==> src/rtl/wasc_pkg.sv <==
// constants and register map of the waveform auto-shutdown control block
// Contract
// - bit 7 of control reads 1 after an auto-shutdown event, else 0.
// - bit 6 of control enables automatic restart after shutdown when 1.
// - control bits 5, 4 and 0 always read zero; writes to them ignored.
// - with bit 3 set, high comparator 2 output causes shutdown.
// - with bit 2 set, high comparator 1 output causes shutdown.
// - with bit 1 set, high generator input pin causes shutdown.
// - sources with cleared enable are fully masked from the shutdown request.
package wasc_pkg;

  // ----------------------------------------------------------------
  // bus geometry
  // ----------------------------------------------------------------
  localparam int ADDR_W = 12;
  localparam int DATA_W = 32;
  localparam int CTRL_W = 8;
  localparam int NSRC = 3;

  // ----------------------------------------------------------------
  // register offsets (byte addresses)
  // ----------------------------------------------------------------
  localparam logic [ADDR_W-1:0] OFS_CTRL = 12'h000;
  localparam logic [ADDR_W-1:0] OFS_INT_STATUS = 12'h004;
  localparam logic [ADDR_W-1:0] OFS_INT_CLEAR = 12'h008;
  localparam logic [ADDR_W-1:0] OFS_INT_ENABLE = 12'h00C;
  localparam logic [ADDR_W-1:0] OFS_SRC_LEVEL = 12'h010;

  // ----------------------------------------------------------------
  // control register fields
  // ----------------------------------------------------------------
  localparam int FLAG_BIT = 7;
  localparam int RESTART_BIT = 6;
  localparam int CMP2_EN_BIT = 3;
  localparam int CMP1_EN_BIT = 2;
  localparam int PIN_EN_BIT = 1;
  localparam int SRC_EN_LSB = 1;
  localparam logic [CTRL_W-1:0] CTRL_CFG_MASK = 8'h4E;
  localparam logic [CTRL_W-1:0] CTRL_FLAG_MASK = 8'h80;
  localparam logic [CTRL_W-1:0] CTRL_RESET = 8'h00;

  // ----------------------------------------------------------------
  // source index order: pin, comparator 1, comparator 2
  // ----------------------------------------------------------------
  localparam int SRC_PIN = 0;
  localparam int SRC_CMP1 = 1;
  localparam int SRC_CMP2 = 2;
  localparam int SRC_GATED_LSB = 4;

  // ----------------------------------------------------------------
  // interrupt events
  // ----------------------------------------------------------------
  localparam int INT_W = 5;
  localparam int EV_SHUTDOWN = 0;
  localparam int EV_RESTART = 1;
  localparam int EV_SRC_LSB = 2;
  localparam logic [INT_W-1:0] INT_RESET = 5'h00;

endpackage

==> src/rtl/wasc_src_if.sv <==
// one shutdown source between the control logic and its gate
`timescale 1ns/1ns
interface wasc_src_if;
  logic level;
  logic enable;
  logic gated;
  logic rise;

  modport gate (
    input level,
    input enable,
    output gated,
    output rise
  );

  modport user (
    output level,
    output enable,
    input gated,
    input rise
  );
endinterface

==> src/rtl/wasc_src_gate.sv <==
// masks one shutdown source and flags its enabled rising edge
`timescale 1ns/1ns
module wasc_src_gate (
  // clock and reset
  input wire logic i_ref_clk,
  input wire logic i_rst,
  // source
  wasc_src_if.gate src
);

  logic prev_r;

  // a disabled source contributes nothing at all
  assign src.gated = src.level & src.enable;
  // edge taken on the gated level so enabling a high source also counts
  assign src.rise = src.gated & ~prev_r;

  always_ff @(posedge i_ref_clk) begin
    if (i_rst) begin
      prev_r <= 1'b0;
    end else begin
      prev_r <= src.gated;
    end
  end

endmodule

==> src/rtl/wasc_auto_shutdown.sv <==
// auto-shutdown source selection, status flag and apb register slave
//
// Register access over APB and the register addresses were chosen for this implementation.
`timescale 1ns/1ns
module wasc_auto_shutdown (
  // clock and reset
  input wire logic i_ref_clk,
  input wire logic i_rst,
  // apb slave
  input wire logic i_psel,
  input wire logic i_penable,
  input wire logic i_pwrite,
  input wire logic [wasc_pkg::ADDR_W-1:0] i_paddr,
  input wire logic [wasc_pkg::DATA_W-1:0] i_pwdata,
  output logic o_pready,
  output logic [wasc_pkg::DATA_W-1:0] o_prdata,
  output logic o_pslverr,
  // shutdown sources, synchronous to the clock
  input wire logic i_cmp2_output_synced,
  input wire logic i_cmp1_output_synced,
  input wire logic i_generator_input_pin,
  // to the waveform generator
  output logic o_shutdown_req,
  output logic o_restart_enable,
  // interrupt
  output logic o_irq
);

  // ----------------------------------------------------------------
  // state
  // ----------------------------------------------------------------
  logic [wasc_pkg::CTRL_W-1:0] cfg_r;
  logic [wasc_pkg::CTRL_W-1:0] cfg_nxt;
  logic flag_r;
  logic flag_nxt;
  logic [wasc_pkg::INT_W-1:0] int_stat_r;
  logic [wasc_pkg::INT_W-1:0] int_stat_nxt;
  logic [wasc_pkg::INT_W-1:0] int_en_r;
  logic [wasc_pkg::INT_W-1:0] int_en_nxt;
  logic pready_r;
  logic [wasc_pkg::DATA_W-1:0] prdata_r;
  logic pslverr_r;
  logic irq_r;

  // ----------------------------------------------------------------
  // apb decode
  // ----------------------------------------------------------------
  logic setup;
  logic access_done;
  logic wr_done;
  logic hit_ctrl;
  logic hit_stat;
  logic hit_clr;
  logic hit_en;
  logic hit_src;
  logic hit_any;
  logic wr_ctrl;
  logic wr_clr;
  logic wr_en;

  assign setup = i_psel & ~i_penable;
  // the slave answers in the first access cycle, so pready_r marks the end
  assign access_done = i_psel & i_penable & pready_r;
  assign wr_done = access_done & i_pwrite;

  assign hit_ctrl = (i_paddr == wasc_pkg::OFS_CTRL);
  assign hit_stat = (i_paddr == wasc_pkg::OFS_INT_STATUS);
  assign hit_clr = (i_paddr == wasc_pkg::OFS_INT_CLEAR);
  assign hit_en = (i_paddr == wasc_pkg::OFS_INT_ENABLE);
  assign hit_src = (i_paddr == wasc_pkg::OFS_SRC_LEVEL);
  assign hit_any = hit_ctrl | hit_stat | hit_clr | hit_en | hit_src;

  assign wr_ctrl = wr_done & hit_ctrl;
  assign wr_clr = wr_done & hit_clr;
  assign wr_en = wr_done & hit_en;

  // ----------------------------------------------------------------
  // shutdown sources
  // ----------------------------------------------------------------
  logic [wasc_pkg::NSRC-1:0] src_level;
  logic [wasc_pkg::NSRC-1:0] src_en;
  logic [wasc_pkg::NSRC-1:0] src_gated;
  logic [wasc_pkg::NSRC-1:0] src_rise;
  logic shut_any;
  logic restart_en;

  assign src_level[wasc_pkg::SRC_PIN] = i_generator_input_pin;
  assign src_level[wasc_pkg::SRC_CMP1] = i_cmp1_output_synced;
  assign src_level[wasc_pkg::SRC_CMP2] = i_cmp2_output_synced;
  assign src_en[wasc_pkg::SRC_PIN] = cfg_r[wasc_pkg::PIN_EN_BIT];
  assign src_en[wasc_pkg::SRC_CMP1] = cfg_r[wasc_pkg::CMP1_EN_BIT];
  assign src_en[wasc_pkg::SRC_CMP2] = cfg_r[wasc_pkg::CMP2_EN_BIT];

  for (genvar i = 0; i < wasc_pkg::NSRC; i++) begin : g_src
    wasc_src_if u_if();
    assign u_if.level = src_level[i];
    assign u_if.enable = src_en[i];
    assign src_gated[i] = u_if.gated;
    assign src_rise[i] = u_if.rise;
    wasc_src_gate u_gate (
      .i_ref_clk(i_ref_clk),
      .i_rst(i_rst),
      .src(u_if.gate)
    );
  end

  // only enabled sources reach the combined request
  assign shut_any = |src_gated;
  assign restart_en = cfg_r[wasc_pkg::RESTART_BIT];

  // ----------------------------------------------------------------
  // shutdown event flag
  // ----------------------------------------------------------------
  logic sw_set;
  logic sw_clr;
  logic auto_clr;

  assign sw_set = wr_ctrl & i_pwdata[wasc_pkg::FLAG_BIT];
  assign sw_clr = wr_ctrl & ~i_pwdata[wasc_pkg::FLAG_BIT];
  // auto clear only once every enabled source has gone low
  assign auto_clr = restart_en & ~shut_any;
  // an active source wins over a software or automatic clear
  assign flag_nxt = shut_any | sw_set
                  | (flag_r & ~sw_clr & ~auto_clr);

  // unimplemented bits can never be stored
  assign cfg_nxt = wr_ctrl
                 ? (i_pwdata[wasc_pkg::CTRL_W-1:0]
                    & wasc_pkg::CTRL_CFG_MASK)
                 : cfg_r;

  // ----------------------------------------------------------------
  // interrupt status
  // ----------------------------------------------------------------
  logic [wasc_pkg::INT_W-1:0] int_events;
  logic [wasc_pkg::INT_W-1:0] int_clr_mask;

  assign int_events[wasc_pkg::EV_SHUTDOWN] = flag_nxt & ~flag_r;
  assign int_events[wasc_pkg::EV_RESTART] = flag_r & ~flag_nxt & auto_clr;
  assign int_events[wasc_pkg::EV_SRC_LSB +: wasc_pkg::NSRC] = src_rise;
  assign int_clr_mask = wr_clr ? i_pwdata[wasc_pkg::INT_W-1:0]
                               : wasc_pkg::INT_RESET;
  // a new event in the clearing cycle survives the clear
  assign int_stat_nxt = (int_stat_r & ~int_clr_mask) | int_events;
  assign int_en_nxt = wr_en ? i_pwdata[wasc_pkg::INT_W-1:0] : int_en_r;

  // ----------------------------------------------------------------
  // read data
  // ----------------------------------------------------------------
  logic [wasc_pkg::CTRL_W-1:0] ctrl_view;
  logic [wasc_pkg::DATA_W-1:0] rd_data;

  assign ctrl_view = (cfg_r & wasc_pkg::CTRL_CFG_MASK)
                   | (flag_r ? wasc_pkg::CTRL_FLAG_MASK
                             : wasc_pkg::CTRL_RESET);
  assign rd_data =
      hit_ctrl ? {{(wasc_pkg::DATA_W-wasc_pkg::CTRL_W){1'b0}}, ctrl_view}
    : hit_stat ? {{(wasc_pkg::DATA_W-wasc_pkg::INT_W){1'b0}}, int_stat_r}
    : hit_en ? {{(wasc_pkg::DATA_W-wasc_pkg::INT_W){1'b0}}, int_en_r}
    : hit_src ? {{(wasc_pkg::DATA_W-2*wasc_pkg::NSRC-1){1'b0}},
                 src_gated, 1'b0, src_level}
    : 32'h0000_0000;

  // ----------------------------------------------------------------
  // registers
  // ----------------------------------------------------------------
  always_ff @(posedge i_ref_clk) begin
    if (i_rst) begin
      cfg_r <= wasc_pkg::CTRL_RESET;
      flag_r <= 1'b0;
    end else begin
      cfg_r <= cfg_nxt;
      flag_r <= flag_nxt;
    end
  end

  always_ff @(posedge i_ref_clk) begin
    if (i_rst) begin
      int_stat_r <= wasc_pkg::INT_RESET;
      int_en_r <= wasc_pkg::INT_RESET;
      irq_r <= 1'b0;
    end else begin
      int_stat_r <= int_stat_nxt;
      int_en_r <= int_en_nxt;
      irq_r <= |(int_stat_nxt & int_en_nxt);
    end
  end

  // read data and error are captured in setup, answered one cycle later
  always_ff @(posedge i_ref_clk) begin
    if (i_rst) begin
      pready_r <= 1'b0;
      prdata_r <= 32'h0000_0000;
      pslverr_r <= 1'b0;
    end else begin
      pready_r <= setup;
      prdata_r <= (setup & ~i_pwrite) ? rd_data : 32'h0000_0000;
      pslverr_r <= setup & ~hit_any;
    end
  end

  // ----------------------------------------------------------------
  // outputs
  // ----------------------------------------------------------------
  assign o_pready = pready_r;
  assign o_prdata = prdata_r;
  assign o_pslverr = pslverr_r;
  assign o_shutdown_req = flag_r;
  assign o_restart_enable = cfg_r[wasc_pkg::RESTART_BIT];
  assign o_irq = irq_r;

  // ----------------------------------------------------------------
  // checks
  // ----------------------------------------------------------------
  property p_flag_reads_back;
    @(posedge i_ref_clk) disable iff (i_rst)
    (setup && !i_pwrite && hit_ctrl)
      |=> (o_prdata[wasc_pkg::FLAG_BIT] == $past(flag_r));
  endproperty
  a_flag_reads_back: assert property (p_flag_reads_back)
    else $error("status flag read back differs from flag state");

  property p_restart_write;
    @(posedge i_ref_clk) disable iff (i_rst)
    wr_ctrl |=> (o_restart_enable == $past(i_pwdata[wasc_pkg::RESTART_BIT]));
  endproperty
  a_restart_write: assert property (p_restart_write)
    else $error("restart enable did not follow control write");

  property p_unimpl_zero;
    @(posedge i_ref_clk) disable iff (i_rst)
    (setup && !i_pwrite && hit_ctrl)
      |=> (o_prdata[5:4] == 2'b00) && (o_prdata[0] == 1'b0)
          && o_pready;
  endproperty
  a_unimpl_zero: assert property (p_unimpl_zero)
    else $error("unimplemented control bit read as one");

  property p_cmp2_shut;
    @(posedge i_ref_clk) disable iff (i_rst)
    (i_cmp2_output_synced && cfg_r[wasc_pkg::CMP2_EN_BIT])
      |=> o_shutdown_req;
  endproperty
  a_cmp2_shut: assert property (p_cmp2_shut)
    else $error("enabled comparator 2 did not raise shutdown");

  property p_cmp1_shut;
    @(posedge i_ref_clk) disable iff (i_rst)
    (i_cmp1_output_synced && cfg_r[wasc_pkg::CMP1_EN_BIT])
      |=> o_shutdown_req;
  endproperty
  a_cmp1_shut: assert property (p_cmp1_shut)
    else $error("enabled comparator 1 did not raise shutdown");

  property p_pin_shut;
    @(posedge i_ref_clk) disable iff (i_rst)
    (i_generator_input_pin && cfg_r[wasc_pkg::PIN_EN_BIT])
      |=> o_shutdown_req;
  endproperty
  a_pin_shut: assert property (p_pin_shut)
    else $error("enabled input pin did not raise shutdown");

  property p_masked;
    @(posedge i_ref_clk) disable iff (i_rst)
    (!flag_r && !wr_ctrl
     && !(i_cmp2_output_synced && cfg_r[wasc_pkg::CMP2_EN_BIT])
     && !(i_cmp1_output_synced && cfg_r[wasc_pkg::CMP1_EN_BIT])
     && !(i_generator_input_pin && cfg_r[wasc_pkg::PIN_EN_BIT]))
      |=> !o_shutdown_req;
  endproperty
  a_masked: assert property (p_masked)
    else $error("masked source raised shutdown");

  property p_auto_clear;
    @(posedge i_ref_clk) disable iff (i_rst)
    (flag_r && restart_en && !shut_any && !wr_ctrl) |=> !o_shutdown_req;
  endproperty
  a_auto_clear: assert property (p_auto_clear)
    else $error("flag not cleared by auto restart");

  property p_hold_flag;
    @(posedge i_ref_clk) disable iff (i_rst)
    (flag_r && !restart_en && !wr_ctrl)
      |=> o_shutdown_req ##1 (o_shutdown_req || $past(wr_ctrl)
                              || $past(restart_en));
  endproperty
  a_hold_flag: assert property (p_hold_flag)
    else $error("flag cleared without software while restart off");

  property p_irq_follows;
    @(posedge i_ref_clk) disable iff (i_rst)
    ($rose(o_shutdown_req) && int_en_r[wasc_pkg::EV_SHUTDOWN]
     && !wr_clr && !wr_en) |-> o_irq;
  endproperty
  a_irq_follows: assert property (p_irq_follows)
    else $error("enabled shutdown event gave no interrupt");

  property p_flag_cause;
    @(posedge i_ref_clk) disable iff (i_rst)
    $rose(o_shutdown_req) |-> ($past(shut_any) || $past(sw_set));
  endproperty
  a_flag_cause: assert property (p_flag_cause)
    else $error("shutdown flag rose with no source and no write");

  property p_sw_set;
    @(posedge i_ref_clk) disable iff (i_rst)
    (wr_ctrl && i_pwdata[wasc_pkg::FLAG_BIT]) |=> o_shutdown_req;
  endproperty
  a_sw_set: assert property (p_sw_set)
    else $error("software write of the flag bit did not set it");

  property p_restart_idle;
    @(posedge i_ref_clk) disable iff (i_rst)
    (restart_en && !flag_r && !shut_any && !wr_ctrl)
      |=> !o_shutdown_req;
  endproperty
  a_restart_idle: assert property (p_restart_idle)
    else $error("flag set with restart on and no active source");

  property p_cfg_store;
    @(posedge i_ref_clk) disable iff (i_rst)
    wr_ctrl |=> (cfg_r == ($past(i_pwdata[wasc_pkg::CTRL_W-1:0])
                           & wasc_pkg::CTRL_CFG_MASK));
  endproperty
  a_cfg_store: assert property (p_cfg_store)
    else $error("control write stored an unimplemented bit");

  property p_cmp2_masked;
    @(posedge i_ref_clk) disable iff (i_rst)
    (i_cmp2_output_synced && !cfg_r[wasc_pkg::CMP2_EN_BIT])
      |-> !src_gated[wasc_pkg::SRC_CMP2];
  endproperty
  a_cmp2_masked: assert property (p_cmp2_masked)
    else $error("disabled comparator 2 reached the request");

  property p_cmp1_masked;
    @(posedge i_ref_clk) disable iff (i_rst)
    (i_cmp1_output_synced && !cfg_r[wasc_pkg::CMP1_EN_BIT])
      |-> !src_gated[wasc_pkg::SRC_CMP1];
  endproperty
  a_cmp1_masked: assert property (p_cmp1_masked)
    else $error("disabled comparator 1 reached the request");

  property p_pin_masked;
    @(posedge i_ref_clk) disable iff (i_rst)
    (i_generator_input_pin && !cfg_r[wasc_pkg::PIN_EN_BIT])
      |-> !src_gated[wasc_pkg::SRC_PIN];
  endproperty
  a_pin_masked: assert property (p_pin_masked)
    else $error("disabled input pin reached the request");

  property p_sw_clear;
    @(posedge i_ref_clk) disable iff (i_rst)
    (flag_r && sw_clr && !shut_any) |=> !o_shutdown_req;
  endproperty
  a_sw_clear: assert property (p_sw_clear)
    else $error("software clear of the flag had no effect");

  property p_active_holds;
    @(posedge i_ref_clk) disable iff (i_rst)
    (flag_r && shut_any) |=> o_shutdown_req;
  endproperty
  a_active_holds: assert property (p_active_holds)
    else $error("flag cleared while an enabled source was high");

endmodule

==> config.mk <==
export PLATFORM = sky130hd
export DESIGN_NAME = wasc_auto_shutdown
export DESIGN_NICKNAME = d
export VERILOG_FILES = /design/src/rtl/wasc_pkg.sv /design/src/rtl/wasc_src_if.sv /design/src/rtl/wasc_src_gate.sv /design/src/rtl/wasc_auto_shutdown.sv
export SDC_FILE = /design/constraint.sdc
export NUM_CORES = 1
export LEC_CHECK = 0
export BUFFER_PORTS_ARGS = -buffer_cell sky130_fd_sc_hd__buf_2
export CAP_MARGIN = 25
export CORE_MARGIN = 8
export CORE_UTILIZATION = 39
export CTS_CLUSTER_SIZE = 12
export DETAILED_ROUTE_END_ITERATION = 6
export PLACE_DENSITY_LB_ADDON = 0.05
export SLEW_MARGIN = 20
export SYNTH_ARGS = -nofsm -noshare
export SYNTH_HDL_FRONTEND = slang
export SYNTH_SLANG_ARGS = --single-unit
==> constraint.sdc <==
create_clock -name i_ref_clk -period 2.1 [get_ports i_ref_clk]
set_clock_uncertainty 0.15 [all_clocks]
set_input_delay 0.21 -clock i_ref_clk [delete_from_list [all_inputs] [get_ports i_ref_clk]]
set_output_delay 0.21 -clock i_ref_clk [all_outputs]
set_load 0.02 [all_outputs]
==> reports/metrics.cfg <==
[status]
status = completed

[global_route]
grt_pass1_wl_mm = 6.60
gr-total-overflow = 0
grt_use_total_pct = 13.6
grt_pass1_vias = 1389
antenna_found_initial = 0
grt_start_max_net_pins = 13

[clock_network]
clk_latency_ns = 0.29
ctsResizeCount = 0
cts-htree-levels = 2
cts_hold_buf = 0
clockRootBuffer = clkbuf_8
path_clk_slew_ns = 0.06
cts_sinks = 29
cts_inserted_buffers = 5
clock_path_buffers = 2
cts_tree = done
cts_setup_buffers = 0

[setup_path]
start_kind = input port
slowest_stage = or4bb_4
crit_path_max_incr_delay_ns = 0.54
endpoint_kind = register
path_class = input port to register
reg2regPathDepth = 6
crit_arrival_ns = 2.01
path_cells = buf_2 > or4bb_4 > nor4_4 > buf_4 > mux2_4 > a22oi_2 > a41oi_2
cp_data_required_time_ns = 2.11
path_max_fanout = 5

[layout]
fin_util_pct = 51.4
layout.nets = 281
drive_gt1_share_pct = 34.3
layout_common_cells = buf_2 (39), dfxtp_1 (29), conb_1 (24)
diodes = 0
final_common_cell = buf_2
fillers = 369
syn_to_final_growth_pct = 26.3

[placed_design]
dp_slack_ns = -0.194
place.gp.congestion = 0.779
hpwl_mm = 3.19
portBuffers = 39

[synthesis]
async_flop_share_pct = 0
synth_cells = 171
synth_ff_type = dfxtp_1
syn_area_per_cell_um2 = 8.71
yosysWarnings = 0
netlist-cell-type-count = 38
synth_top_area_cell = dfxtp_1
synth_top_area_share_pct = 39.0
synth_edf_count = 0
synth-seq-cells = 29
synth_area_leaders = dfxtp_1 (39%), buf_4 (12%), nor2_1 (5.3%)
ys_seq_area_share_pct = 39.0
synth_area_um2 = 1490

[floorplanning]
die_area_um2 = 6050
dieHeight_um = 77.8
die_x_um = 77.8
num_rows = 22
core_area_um2 = 3660
io_pins = 89
start_util_pct = 40.7

[sta]
max_freq_ghz = 0.499
fin_crit_ns = 2.00
setup_tns_ns = 0
hold_viol_final = 0
rsz0062_at_grt = no
worst_pin_slew_ns = 0.531
finalSetupViolations = 0
final_max_slew_viol_count = 0
slew-limit-headroom_pct = 64.6
fin_crit_sh_pct = 95.4
timing.hold.ws_ns = 0.0282
layout_setup_ws_ns = 0.0974

[detailed_routing]
totalWireLength_mm = 3.99
via_per_inst = 4.88
post-route-drc-count = 0
final_antenna_net_count = 0
vias = 1356
routedWlPerCell_um = 14.4
drtIter0Drc = 112
dr.pass1.iters = 4

[power_and_ir_drop]
totalPowerFinal_mw = 1.17
powerDensity_nw_per_um2 = 624
p_leak_nw = 0.856
peakVddDrop_mv = 0.358

[min_path]
hp-class = input port to register
min_delay_path_depth = 3

[job]
max_cap_violations = 0

==> layout make-up <==
type                    count  area (um2)  share of cell area, %
multi-input cells         132         801                   42.6
well taps                  48        60.1                   3.19
clock inverters             1        5.00                  0.266
inverters                   6        22.5                   1.20
flip-flops and latches     29         581                   30.9
clock buffers               7        96.3                   5.12
repair buffers             55         315                   16.8
==> state kept, by name (all words and copies together) (netlist names) <==
name / cells
o_shutdown_req: 1
int_en_r: 5
o_pready: 1
o_prdata: 8
g_src.u_gate.prev_r: 3
o_pslverr: 1
o_irq: 1
int_stat_r: 5
cfg_r: 4
==> power by group <==
| part | internal (mW) | total (mW) | switching (mW) |
|---|---|---|---|
| sequential | 0.552 | 0.552 | 0.000507 |
| combinational | 0.0372 | 0.118 | 0.0808 |
| clock | 0.295 | 0.503 | 0.207 |
==> cells by family after synthesis <==
group / Yosys count / share of synthesized area, %
and+or+nand+nor: 67 / 25.3
buffers and inverters: 33 / 14.4
AOI/OAI and AO/OA: 34 / 15.9
muxes: 7 / 5.21
other: 1 / 0.252
DFF: 29 / 39.0
==> worst max-delay path, delay by kind of cell <==
family,cells,cell delay (ns)
AO/OA/AOI/OAI,2,0.36
AND/OR/NAND/NOR,2,0.81
multiplexers,1,0.32
buffers and inverters,2,0.31
==> path summary, 6_finish.rpt <==
check / from / to / slack (ns)
hold reg to reg: cfg_r[2]$_SDFFE_PP0N_ / o_prdata[5]$_SDFF_PP0_ / 0.35
setup / recovery: i_paddr[11] / o_irq$_SDFF_PP0_ / 0.1
setup reg to reg: o_pready$_SDFF_PP0_ / o_irq$_SDFF_PP0_ / 0.21
hold / removal: i_pwdata[6] / cfg_r[6]$_SDFFE_PP0N_ / 0.03
==> through the flow <==
stage	std cells	cell area, um2
finish	278	1880
global route	278	1880
CTS	278	1880
detailed placement	270	1780
global placement	270	1780
floorplan	194	1600
==> cells in the mapped netlist, types with 3 or more instances <==
cell type and instances:
buf_4 24, and2_1 7, nor2_1 21, inv_1 6
a222oi_1 3, dfxtp_1 29, a32oi_1 3, mux2_2 5
a31oi_1 4, o21ai_0 10, and3_1 5, a22oi_1 3
a21oi_1 6, clkbuf_1 3, nand2_1 13
==> routing by layer <==
layer / vias up / wire length [um] / global-route usage (%)
met2: 52 / 1760 / 20.7
met5: - / 0 / 0
li1: 676 / - / -
met3: 4 / 260 / 5.99
met4: 0 / 36 / 3.96
met1: 624 / 1940 / 16.9
Note: power is estimated with default switching activity, not from simulation.
